**src/flash_ctrl_consts.svh**
```systemverilog
`ifndef FLASH_CTRL_CONSTS_SVH
`define FLASH_CTRL_CONSTS_SVH

// ****************************************************************
// register indices; byte address is four times the index
// ****************************************************************
`define IDX_MODE_CONTROL 6'h00
`define IDX_ERROR_STATUS 6'h01
`define IDX_POWER_CONTROL 6'h02
`define IDX_BLOCK_SELECT 6'h03
`define IDX_REGISTER_GATE 6'h04

// ****************************************************************
// field positions
// ****************************************************************
`define MC_WRITE_ENABLE 6
`define MC_ERASE_SETUP 5
`define MC_PROGRAM_SETUP 4
`define MC_ERASE_VERIFY 3
`define MC_PROGRAM_VERIFY 2
`define MC_ERASE 1
`define MC_PROGRAM 0
`define ST_ARRAY_ERROR 7
`define PC_POWERDOWN_DISABLE 7
`define RG_CONTROL_ENABLE 7
`define BLOCK_COUNT 5

// ****************************************************************
// reset values
// ****************************************************************
`define RST_MODE_CONTROL 7'h00
`define RST_BLOCK_SELECT 5'h00

// ****************************************************************
// block map, top address of each small block and of the array
// ****************************************************************
`define BLK0_TOP 15'h03ff
`define BLK1_TOP 15'h07ff
`define BLK2_TOP 15'h0bff
`define BLK3_TOP 15'h0fff
`define BLK4_TOP 15'h7fff

`endif

```
**src/flash_ctrl_pkg.sv**
```systemverilog
package flash_ctrl_pkg;

    // ****************************************************************
    // carrier types
    // ****************************************************************
    typedef struct packed {
        logic program_mode;
        logic erase_mode;
        logic program_verify;
        logic erase_verify;
        logic program_setup;
        logic erase_setup;
    } array_modes_t;

    typedef enum logic [1:0] {
        BOOTSEL_UNKNOWN = 2'b00,
        BOOTSEL_USER = 2'b01,
        BOOTSEL_BOOT = 2'b10,
        BOOTSEL_OTHER = 2'b11
    } startup_mode_t;

    typedef enum logic [1:0] {
        BUS_IDLE = 2'b00,
        BUS_ANSWER = 2'b01,
        BUS_RELEASE = 2'b10
    } bus_state_t;

endpackage

```
**src/flash_program_erase_control.sv**
```systemverilog
// Overview of operation
// - erase-setup bit set enters erase setup; cleared (reset value) cancels it.
// - program-setup bit 4 set enters program setup; clearing cancels it.
// - erase-verify bit 3 enters and leaves erase-verify mode; resets to 0.
// - program-verify bit 2 enters and leaves program-verify mode; resets to 0.
// - erase bit 1 enters erase mode only with write-enable and erase-setup.
// - program bit 0 enters program mode only with write-enable and program-setup.
// - an error during program or erase sets status bit 7 and protects.
// - status register is read-only; software does not write it.
// - unused bits 6..0 of status, power, gate registers read 0.
// - block select register is held cleared while write-enable is 0.
// - writing more than one block-select bit clears the whole register.
// - only the selected block may be erased; others stay protected.
// - select bits 0..3 map to 1-kbyte blocks; bit 4 to 0x1000-0x7fff.
// - entering subactive powers the array down unless power-down disable is 1.
// - control-enable bit 7 gates access to the other four registers.
// - after reset, test 0 and boot-select 1 is user; both 0 plus enable is boot.
// - boot mode starts the built-in loader that erases and reprograms.
// - with write-enable 0, program and erase are off and sets are ignored.
// - all five registers are 8 bits, byte access, two-state access.

`include "flash_ctrl_consts.svh"

module flash_program_erase_control #(
    parameter int ADDR_W = 8,
    parameter int ARRAY_AW = 15
) (
    input wire logic sys_clk,
    input wire logic rstn,
    // avalon-mm slave
    input wire logic [ADDR_W-1:0] address,
    input wire logic read,
    input wire logic write,
    input wire logic [31:0] writedata,
    input wire logic [3:0] byteenable,
    output logic [31:0] readdata,
    output logic waitrequest,
    // array side, same clock
    input wire logic [ARRAY_AW-1:0] array_addr,
    input wire logic array_fault,
    input wire logic subactive_req,
    output flash_ctrl_pkg::array_modes_t array_modes,
    output logic [`BLOCK_COUNT-1:0] block_erase_enable,
    output logic erase_addr_allowed,
    output logic array_powerdown,
    output logic array_error,
    // mode pins, asynchronous
    input wire logic test_pin,
    input wire logic boot_select_pin,
    input wire logic boot_enable_pin,
    output logic user_mode,
    output logic boot_mode
);
    import flash_ctrl_pkg::*;

    // ****************************************************************
    // elaboration checks
    // ****************************************************************
    if (ADDR_W < 8) begin : g_bad_addr
        $error("address too narrow for the register map");
    end
    if (ARRAY_AW < 15) begin : g_bad_array
        $error("array address too narrow for the block map");
    end

    // ****************************************************************
    // decoding functions
    // ****************************************************************
    function automatic logic [`BLOCK_COUNT-1:0] block_of(input logic [14:0] a);
        logic [`BLOCK_COUNT-1:0] hit;
        hit = 5'h00;
        if (a <= `BLK0_TOP) begin
            hit = 5'h01;
        end else if (a <= `BLK1_TOP) begin
            hit = 5'h02;
        end else if (a <= `BLK2_TOP) begin
            hit = 5'h04;
        end else if (a <= `BLK3_TOP) begin
            hit = 5'h08;
        end else if (a <= `BLK4_TOP) begin
            hit = 5'h10;
        end
        return hit;
    endfunction

    function automatic logic more_than_one(input logic [`BLOCK_COUNT-1:0] v);
        return (v & (v - 5'h01)) != 5'h00;
    endfunction

    // ****************************************************************
    // state
    // ****************************************************************
    bus_state_t bus_q, bus_d;
    logic [6:0] mode_q, mode_d;
    logic [`BLOCK_COUNT-1:0] blk_q, blk_d;
    logic error_q, error_d;
    logic pdwn_dis_q, pdwn_dis_d;
    logic gate_q, gate_d;
    logic [31:0] rdata_q, rdata_d;
    logic wait_q, wait_d;
    array_modes_t modes_q, modes_d;
    logic [`BLOCK_COUNT-1:0] blk_en_q;
    logic addr_ok_q, addr_ok_d;
    logic pwdn_q;
    logic [2:0] pin_meta_q, pin_sync_q;
    logic started_q;
    logic user_q, boot_q;
    startup_mode_t start_d;

    // ****************************************************************
    // bus slave: one wait cycle, answer in the second state
    // ****************************************************************
    wire req = read | write;
    wire [5:0] idx = address[7:2];
    wire lane0 = byteenable[0];
    wire answer = (bus_q == BUS_ANSWER);
    wire wr_take = answer & write & lane0;
    wire [7:0] wbyte = writedata[7:0];

    wire sel_mode = (idx == `IDX_MODE_CONTROL);
    wire sel_stat = (idx == `IDX_ERROR_STATUS);
    wire sel_pwr = (idx == `IDX_POWER_CONTROL);
    wire sel_blk = (idx == `IDX_BLOCK_SELECT);
    wire sel_gate = (idx == `IDX_REGISTER_GATE);

    // gated registers are invisible until the control-enable bit is set
    wire open_q = gate_q;
    wire wr_mode = wr_take & sel_mode & open_q;
    wire wr_pwr = wr_take & sel_pwr & open_q;
    wire wr_blk = wr_take & sel_blk & open_q;
    wire wr_gate = wr_take & sel_gate;
    // status writes are dropped on purpose
    wire wr_stat_dropped = wr_take & sel_stat;

    always_comb begin
        bus_d = bus_q;
        case (bus_q)
            BUS_IDLE: begin
                if (req) begin
                    bus_d = BUS_ANSWER;
                end
            end
            BUS_ANSWER: begin
                bus_d = BUS_RELEASE;
            end
            BUS_RELEASE: begin
                bus_d = BUS_IDLE;
            end
            default: begin
                bus_d = BUS_IDLE;
            end
        endcase
    end

    // waitrequest falls for the answer state only
    assign wait_d = !(bus_d == BUS_ANSWER);

    // ****************************************************************
    // read mux
    // ****************************************************************
    wire [7:0] rd_mode = {1'b0, mode_q};
    wire [7:0] rd_stat = {error_q, 7'h00};
    wire [7:0] rd_pwr = {pdwn_dis_q, 7'h00};
    wire [7:0] rd_blk = {3'h0, blk_q};
    wire [7:0] rd_gate = {gate_q, 7'h00};
    logic [7:0] rd_byte;

    always_comb begin
        rd_byte = 8'h00;
        if (sel_gate) begin
            rd_byte = rd_gate;
        end else if (!open_q) begin
            rd_byte = 8'h00;
        end else if (sel_mode) begin
            rd_byte = rd_mode;
        end else if (sel_stat) begin
            rd_byte = rd_stat;
        end else if (sel_pwr) begin
            rd_byte = rd_pwr;
        end else if (sel_blk) begin
            rd_byte = rd_blk;
        end
    end

    assign rdata_d = (bus_d == BUS_ANSWER && read) ? {24'h000000, rd_byte} : rdata_q;

    // ****************************************************************
    // mode control register
    // ****************************************************************
    wire [6:0] wm = wbyte[6:0];
    wire wen_now = mode_q[`MC_WRITE_ENABLE];
    wire erase_ready = mode_q[`MC_ERASE_SETUP];
    wire program_ready = mode_q[`MC_PROGRAM_SETUP];
    // a program request while erasing (or the reverse) counts as a fault
    wire clash = wr_mode & wen_now & ((wm[`MC_PROGRAM] & mode_q[`MC_ERASE]) |
        (wm[`MC_ERASE] & mode_q[`MC_PROGRAM]));
    wire active = mode_q[`MC_ERASE] | mode_q[`MC_PROGRAM];
    wire fault_seen = (array_fault & active) | clash;

    always_comb begin
        mode_d = mode_q;
        if (wr_mode) begin
            if (!wm[`MC_WRITE_ENABLE]) begin
                mode_d = `RST_MODE_CONTROL;
            end else if (!wen_now) begin
                // other bits cannot be set in the same write as enable
                mode_d = 7'h40;
            end else begin
                mode_d[`MC_ERASE_SETUP] = wm[`MC_ERASE_SETUP];
                mode_d[`MC_PROGRAM_SETUP] = wm[`MC_PROGRAM_SETUP];
                mode_d[`MC_ERASE_VERIFY] = wm[`MC_ERASE_VERIFY];
                mode_d[`MC_PROGRAM_VERIFY] = wm[`MC_PROGRAM_VERIFY];
                mode_d[`MC_ERASE] = wm[`MC_ERASE] & erase_ready & !error_q;
                mode_d[`MC_PROGRAM] = wm[`MC_PROGRAM] & program_ready & !error_q;
            end
        end
        if (error_d) begin
            // protection drops any running program or erase
            mode_d[`MC_ERASE] = 1'b0;
            mode_d[`MC_PROGRAM] = 1'b0;
        end
    end

    // sticky until reset; the array has no software clear for it
    assign error_d = error_q | fault_seen;

    // ****************************************************************
    // block select register
    // ****************************************************************
    wire wen_next = mode_d[`MC_WRITE_ENABLE];

    always_comb begin
        blk_d = blk_q;
        if (wr_blk && wen_now) begin
            if (more_than_one(wbyte[4:0])) begin
                blk_d = `RST_BLOCK_SELECT;
            end else begin
                blk_d = wbyte[4:0];
            end
        end
        if (!wen_next) begin
            blk_d = `RST_BLOCK_SELECT;
        end
    end

    // ****************************************************************
    // power and gate registers
    // ****************************************************************
    assign pdwn_dis_d = wr_pwr ? wbyte[`PC_POWERDOWN_DISABLE] : pdwn_dis_q;
    assign gate_d = wr_gate ? wbyte[`RG_CONTROL_ENABLE] : gate_q;

    // ****************************************************************
    // array-facing outputs
    // ****************************************************************
    wire wen_d = mode_d[`MC_WRITE_ENABLE];
    wire erase_on = wen_d & mode_d[`MC_ERASE_SETUP] & mode_d[`MC_ERASE];
    wire prog_on = wen_d & mode_d[`MC_PROGRAM_SETUP] & mode_d[`MC_PROGRAM];

    always_comb begin
        modes_d.program_mode = prog_on;
        modes_d.erase_mode = erase_on;
        modes_d.program_verify = wen_d & mode_d[`MC_PROGRAM_VERIFY];
        modes_d.erase_verify = wen_d & mode_d[`MC_ERASE_VERIFY];
        modes_d.program_setup = wen_d & mode_d[`MC_PROGRAM_SETUP];
        modes_d.erase_setup = wen_d & mode_d[`MC_ERASE_SETUP];
    end

    wire [`BLOCK_COUNT-1:0] blk_en_d = erase_on ? blk_d : 5'h00;
    // unselected blocks never see an erase enable
    assign addr_ok_d = |(block_of(array_addr[14:0]) & blk_en_d);
    wire pwdn_d = subactive_req & !pdwn_dis_d;

    // ****************************************************************
    // startup mode selection from pins
    // ****************************************************************
    wire pin_test = pin_sync_q[2];
    wire pin_bsel = pin_sync_q[1];
    wire pin_ben = pin_sync_q[0];

    always_comb begin
        start_d = BOOTSEL_OTHER;
        if (!pin_test && pin_bsel) begin
            start_d = BOOTSEL_USER;
        end else if (!pin_test && !pin_bsel && pin_ben) begin
            // boot mode hands the cpu to the built-in loader
            start_d = BOOTSEL_BOOT;
        end
    end

    // ****************************************************************
    // flip-flops
    // ****************************************************************
    always_ff @(posedge sys_clk) begin
        pin_meta_q <= {test_pin, boot_select_pin, boot_enable_pin};
        pin_sync_q <= pin_meta_q;
    end

    // pins are caught once, in the first cycle after release; the
    // synchroniser delay sits inside the settle time the pins allow
    always_ff @(posedge sys_clk) begin
        if (!rstn) begin
            started_q <= 1'b0;
            user_q <= 1'b0;
            boot_q <= 1'b0;
        end else if (!started_q) begin
            started_q <= 1'b1;
            user_q <= (start_d == BOOTSEL_USER);
            boot_q <= (start_d == BOOTSEL_BOOT);
        end
    end

    always_ff @(posedge sys_clk) begin
        if (!rstn) begin
            bus_q <= BUS_IDLE;
            wait_q <= 1'b1;
            rdata_q <= 32'h00000000;
        end else begin
            bus_q <= bus_d;
            wait_q <= wait_d;
            rdata_q <= rdata_d;
        end
    end

    always_ff @(posedge sys_clk) begin
        if (!rstn) begin
            mode_q <= `RST_MODE_CONTROL;
            blk_q <= `RST_BLOCK_SELECT;
            error_q <= 1'b0;
            pdwn_dis_q <= 1'b0;
            gate_q <= 1'b0;
        end else begin
            mode_q <= mode_d;
            blk_q <= blk_d;
            error_q <= error_d;
            pdwn_dis_q <= pdwn_dis_d;
            gate_q <= gate_d;
        end
    end

    always_ff @(posedge sys_clk) begin
        if (!rstn) begin
            modes_q <= '0;
            blk_en_q <= 5'h00;
            addr_ok_q <= 1'b0;
            pwdn_q <= 1'b0;
        end else begin
            modes_q <= modes_d;
            blk_en_q <= blk_en_d;
            addr_ok_q <= addr_ok_d;
            pwdn_q <= pwdn_d;
        end
    end

    // ****************************************************************
    // outputs
    // ****************************************************************
    assign readdata = rdata_q;
    assign waitrequest = wait_q;
    assign array_modes = modes_q;
    assign block_erase_enable = blk_en_q;
    assign erase_addr_allowed = addr_ok_q;
    assign array_powerdown = pwdn_q;
    assign array_error = error_q;
    assign user_mode = user_q;
    assign boot_mode = boot_q;

    wire unused_ok = wr_stat_dropped | (|writedata[31:8]) | (|byteenable[3:1]) |
        (|address) | (|array_addr);

endmodule // flash_program_erase_control

```
**config.mk**
```make
export PLATFORM = sky130hd
export DESIGN_NAME = flash_program_erase_control
export DESIGN_NICKNAME = d
export VERILOG_FILES = /design/src/flash_ctrl_pkg.sv /design/src/flash_program_erase_control.sv
export VERILOG_INCLUDE_DIRS = /design/src /design/src/src
export SDC_FILE = /design/constraint.sdc
export NUM_CORES = 1
export LEC_CHECK = 0
export BUFFER_PORTS_ARGS = -buffer_cell sky130_fd_sc_hd__buf_2
export CAP_MARGIN = 20
export CORE_MARGIN = 10
export CORE_UTILIZATION = 49
export CTS_BUF_LIST = sky130_fd_sc_hd__clkbuf_4 sky130_fd_sc_hd__clkbuf_8
export DETAILED_ROUTE_END_ITERATION = 10
export GPL_ROUTABILITY_DRIVEN = 0
export GPL_TIMING_DRIVEN = 0
export PLACE_DENSITY = 0.95
export SETUP_SLACK_MARGIN = 0.4
export SLEW_MARGIN = 20
export SYNTH_ARGS = -nofsm -noshare
export SYNTH_HDL_FRONTEND = slang
export SYNTH_SLANG_ARGS = --single-unit
```
**constraint.sdc**
```tcl
create_clock -name sys_clk -period 3.3 [get_ports sys_clk]
set_input_delay 0.495 -clock sys_clk [delete_from_list [all_inputs] [get_ports sys_clk]]
set_output_delay 0.495 -clock sys_clk [all_outputs]
set_load 0.1 [all_outputs]
```
==> reports/results.md <==
| Step | Parameter | Value |
|---|---|---|
| clock tree | Clock tree from TritonCTS | yes |
| power | PnR Total Power | 1240 uW |
| power | Switching power of the nets | 383 uW |
| global route | Maximum number of pins on one net before global-route repair | 17 |
| flow run | Max-capacitance violation count | 0 |
| final layout | Post-layout util | 64.3% |
| final layout | Number of nets in the finished design | 368 |
| worst setup path | Minimum setup slack among reg-to-reg paths | 1.02 ns |
| floorplan | DIE HEIGHT | 84.8 um |
| worst setup path | Critical path data arrival time | 2.52 ns |
| power | Maximum ir drop on the vdd rail | 0.000279 V |
| routing | Number of vias after detailed routing | 1800 |
| clock tree | TritonCTS buffer count | 5 |
| worst setup path | Cell at the slowest stage of the critical path | sky130_fd_sc_hd__or3_4 |
| sta | Total count of hold-check failures in the final report | 0 |
| worst setup path | Crit path capture | block_erase_enable[0]$_SDFF_PN0_ |
| floorplan | Overall die width | 84.8 um |
| floorplan | Die ar. | 7200 um2 |
| worst hold path | Type of the worst min-delay path | input pin to register |
| floorplan | Initial Util | 51.1% |
| power | Comb power frac | 17.7% |
| placed design | Post-DP HPWL | 4.03 mm |
| global route | Congestion Overflow GR | 0 |
| yosys | Distinct cells, synth | 47 |
| worst setup path | Largest fanout on the critical path | 10 |
| clock tree | Clock root cell | sky130_fd_sc_hd__clkbuf_8 |
| clock tree | Clock latency at the later pin of the worst-skew pair | 0.31 ns |
| final layout | Share of final-layout standard cells stronger than drive strength 1 | 34.6% |
| global route | First-pass GRT wire length | 8.44 mm |
| power | Seq pwr share | 47.6% |
| run status | Result of the run | finished clean |
| worst setup path | R2R cell count | 9 |
| routing | DRT iter0 DRCs | 165 |
| yosys | Post-synthesis sequential area ratio | 46.7% |
| worst setup path | Endpoint of the lowest-slack register-to-register path | block_erase_enable[0]$_SDFF_PN0_ |
| power | Design internal power | 859 uW |
| worst setup path | Crit. Startpoint | bus_q[1]$_SDFF_PN0_ |
| worst setup path | Critical Path Start Type | register |
| power | Relative contribution of the clock network to total power | 34.7% |
| yosys | Synthesized area divided by synthesized cell count | 9.49 um2 |
| worst setup path | Classification of the worst setup path | register to register |
| worst setup path | Worst R2R Start | bus_q[1]$_SDFF_PN0_ |
| clock tree | Number of hold-repair buffers added at the cts stage | 0 |
| routing | Average wire per standard cell | 14.9 um |
| worst setup path | Cell type group with the largest total delay on the critical path | simple AND/OR/NAND/NOR gates |
| yosys | Count of yosys warnings during synthesis | 0 |
| final layout | Ant. Diodes | 0 |
| placed design | Number of buffers added on ports | 53 |
| power | Static Leak | 0.00117 uW |
| global route | Via count of the first global-routing pass | 1779 |
| sta | Unrepaired setup endpoints after global routing | no |
| worst setup path | Largest stage delay, worst path | 0.38 ns |
| floorplan | I/O pin cnt | 117 |
| global route | Initial antenna violation count | 0 |
| sta | Clock Skews | 0.0101 ns |
| clock tree | Clock transition at path regs | 0.09 ns |
| floorplan | Number of standard-cell rows in the floorplan | 23 |
| yosys | Netlist area before placement | 2060 um2 |
| sta | TNS Setup | 0 ns |
| worst setup path | Worst Path Required | 3.54 ns |
| routing | Avg Vias per Cell | 5.13 |
| clock tree | Maximum level of the CTS H-tree | 2 |
| sta | Pin slew with the least headroom to its limit | 0.556 ns |
| routing | Detailed-router iteration count before antenna repair | 4 |
| floorplan | Floorplan Core Area | 4030 um2 |
| sta | Total setup violations reported at the end of the flow | 0 |
| sta | Max-slew headroom | 62.6% |
| power | Areal power density over the cells | 479 nW/um2 |
| routing | Post-detailed-route count of antenna-violating nets | 0 |
| yosys | Flip-flop and latch count after synthesis | 48 |
| worst setup path | WP buf/inv | 3 |
| sta | Fmax | 439 MHz |
| sta | Time the final worst path needs with I/O delays and setup | 2.28 ns |
| clock tree | Number of post-CTS setup repair buffers | 0 |
| power | Sw Ratio | 30.8% |
| sta | Pins over their slew limit | 0 |
| routing | Total wirelength of the detailed-routed design | 5.24 mm |
| worst setup path | Crit path cell chain | and4b_4 > buf_6 > nand4_4 > mux2i_2 > nand2b_1 > buf_6 > or3_4 > buf_6 > nor3_2 |
| worst setup path | Cell seen most often among critical-path stages | sky130_fd_sc_hd__buf_6 |
| clock tree | Number of gates resized after CTS | 0 |
| worst setup path | Sort of element at the end of the critical path | register |
| sta | Final Cycle Share | 69.1% |
| yosys | Synthesized instance count | 217 |
| global route | Global-route usage over all layers | 14.1% |
| final layout | Synth-to-layout area growth | 25.8% |
| worst setup path | Number of gates on the worst path with buffers counted | 9 |
| routing | Count of unresolved DRC violations after routing | 0 |
| clock tree | Maximum root-to-sink buffer count | 2 |
| clock tree | Clock sink count | 48 |
==> state kept, by name, indices dropped and copies added (netlist names) <==
register            count
started_q               1
readdata                8
array_modes             6
pin_sync_q              3
bus_q                   2
waitrequest             1
pin_meta_q              3
array_powerdown         1
user_mode               1
mode_q                  7
blk_q                   5
pdwn_dis_q              1
array_error             1
boot_mode               1
erase_addr_allowed      1
gate_q                  1
block_erase_enable      5
==> worst min path at each step <==
stage | from | endpoint | cells after the start
after floorplan | pin_meta_q[0]$_DFF_P_ | pin_sync_q[0]$_DFF_P_ | 0
after global placement | pin_meta_q[1]$_DFF_P_ | pin_sync_q[1]$_DFF_P_ | 0
after detailed placement | pin_meta_q[2]$_DFF_P_ | pin_sync_q[2]$_DFF_P_ | 0
after CTS | boot_enable_pin | pin_meta_q[0]$_DFF_P_ | 1
after global routing | test_pin | pin_meta_q[2]$_DFF_P_ | 1
final | boot_enable_pin | pin_meta_q[0]$_DFF_P_ | 1
==> cells in the final DEF (no fill, tap or decap), types with 2 or more instances in the layout <==
| cell type | count |
|---|---|
| sky130_fd_sc_hd__clkbuf_1 | 3 |
| sky130_fd_sc_hd__nor2_1 | 24 |
| sky130_fd_sc_hd__and2_1 | 2 |
| sky130_fd_sc_hd__inv_1 | 5 |
| sky130_fd_sc_hd__clkinv_4 | 2 |
| sky130_fd_sc_hd__or4_1 | 2 |
| sky130_fd_sc_hd__nor3_1 | 5 |
| sky130_fd_sc_hd__a21oi_1 | 18 |
| sky130_fd_sc_hd__conb_1 | 24 |
| sky130_fd_sc_hd__buf_4 | 24 |
| sky130_fd_sc_hd__nand3b_1 | 2 |
| sky130_fd_sc_hd__nor4_2 | 2 |
| sky130_fd_sc_hd__nor2b_1 | 2 |
| sky130_fd_sc_hd__buf_2 | 53 |
| sky130_fd_sc_hd__a22oi_1 | 7 |
| sky130_fd_sc_hd__dfxtp_1 | 48 |
| sky130_fd_sc_hd__nand4_1 | 4 |
| sky130_fd_sc_hd__buf_6 | 3 |
| sky130_fd_sc_hd__nor3b_1 | 5 |
| sky130_fd_sc_hd__mux2i_1 | 4 |
| sky130_fd_sc_hd__nor4b_1 | 2 |
| sky130_fd_sc_hd__nor4_4 | 2 |
| sky130_fd_sc_hd__nand3_1 | 5 |
| sky130_fd_sc_hd__o21ai_0 | 3 |
| sky130_fd_sc_hd__nand2_1 | 19 |
| sky130_fd_sc_hd__clkbuf_8 | 6 |
| sky130_fd_sc_hd__and3_1 | 2 |
==> cell families (layout without fill, tap and decap cells) <==
family | count (synthesis) | count (layout) | share of synthesized area (%)
AND/OR/NAND/NOR | 93 | 93 | 28.0
flip-flops | 48 | 48 | 46.7
buffers and inverters | 36 | 97 | 12.5
multiplexers | 5 | 5 | 2.61
other | 1 | 24 | 0.182
AO/OA/AOI/OAI | 34 | 34 | 10.0
==> metrics by stage <==
step | worst slack [ns] | instance area, um2 | std cells | hold slack [ns]
3_5_place_dp | 0.791 | 2470 | 343 | 0.315
5_1_grt | 0.930 | 2590 | 351 | 0.271
3_3_place_gp | 0.787 | 2470 | 343 | 0.310
6_report | 1.02 | 2590 | 351 | 0.279
4_1_cts | 1.03 | 2590 | 351 | 0.275
2_1_floorplan | 1.09 | 2150 | 240 | 0.310
==> cells in the mapped netlist (all sizes together) <==
| cell type | instances | area, um2 |
|---|---|---|
| dfxtp | 48 | 961 |
| buf | 27 | 214 |
| nor2 | 25 | 96.4 |
| nand2 | 19 | 71.3 |
| a21oi | 18 | 90.1 |
| a22oi | 7 | 52.6 |
| nand4 | 6 | 58.8 |
| nor3 | 6 | 35.0 |
| inv | 5 | 18.8 |
| mux2i | 5 | 53.8 |
| nand3 | 5 | 25.0 |
| nor3b | 5 | 37.5 |
| nor4 | 5 | 73.8 |
| clkbuf | 4 | 25.0 |
| o21ai | 4 | 20.0 |
| and2 | 3 | 20.0 |
| and3 | 2 | 12.5 |
| nand3b | 2 | 15.0 |
| nor2b | 2 | 12.5 |
| nor4b | 2 | 17.5 |
| or3 | 2 | 17.5 |
| or4 | 2 | 15.0 |
| a31oi | 1 | 12.5 |
| a32o | 1 | 10.0 |
| and2b | 1 | 8.76 |
| and4b | 1 | 13.8 |
| and4bb | 1 | 12.5 |
| conb | 1 | 3.75 |
| nand2b | 1 | 6.26 |
| nand4b | 1 | 8.76 |
| nor4bb | 1 | 10.0 |
| o21a | 1 | 7.51 |
| o21bai | 1 | 7.51 |
| o22ai | 1 | 6.26 |
| or3b | 1 | 8.76 |
==> power by group through the flow <==
stage	combinational, uW	sequential, uW	clock [uW]
2_1_floorplan	161	622	0
3_3_place_gp	214	604	0
3_5_place_dp	216	605	0
4_1_cts	217	591	440
5_1_grt	229	593	465
6_report	220	591	430
==> worst reg2reg max path, stage by stage, from the launching register on <==
cell and delay [ns]:
sky130_fd_sc_hd__dfxtp_1 0.33, sky130_fd_sc_hd__and4b_4 0.32, sky130_fd_sc_hd__buf_6 0.12, sky130_fd_sc_hd__nand4_4 0.18, sky130_fd_sc_hd__mux2i_2 0.27, sky130_fd_sc_hd__nand2b_1 0.18
sky130_fd_sc_hd__buf_6 0.14, sky130_fd_sc_hd__or3_4 0.38, sky130_fd_sc_hd__buf_6 0.14, sky130_fd_sc_hd__nor3_2 0.13
==> cell type report <==
class | instances | area, um2
tap | 50 | 62.6
fill | 333 | 1440
inverter | 5 | 18.8
timing repair buffer | 53 | 265
clock inverter | 3 | 47.5
clock buffer | 5 | 68.8
multi-input combinational | 156 | 927
buffer | 31 | 239
sequential | 48 | 961
==> routing by layer <==
layer,share of wire (%),global-route usage (%)
met2,49,24.0
met5,0,0
met1,38,14.9
met3,9.3,5.64
met4,3.6,7.19
Power figures use the tool's default switching activity.
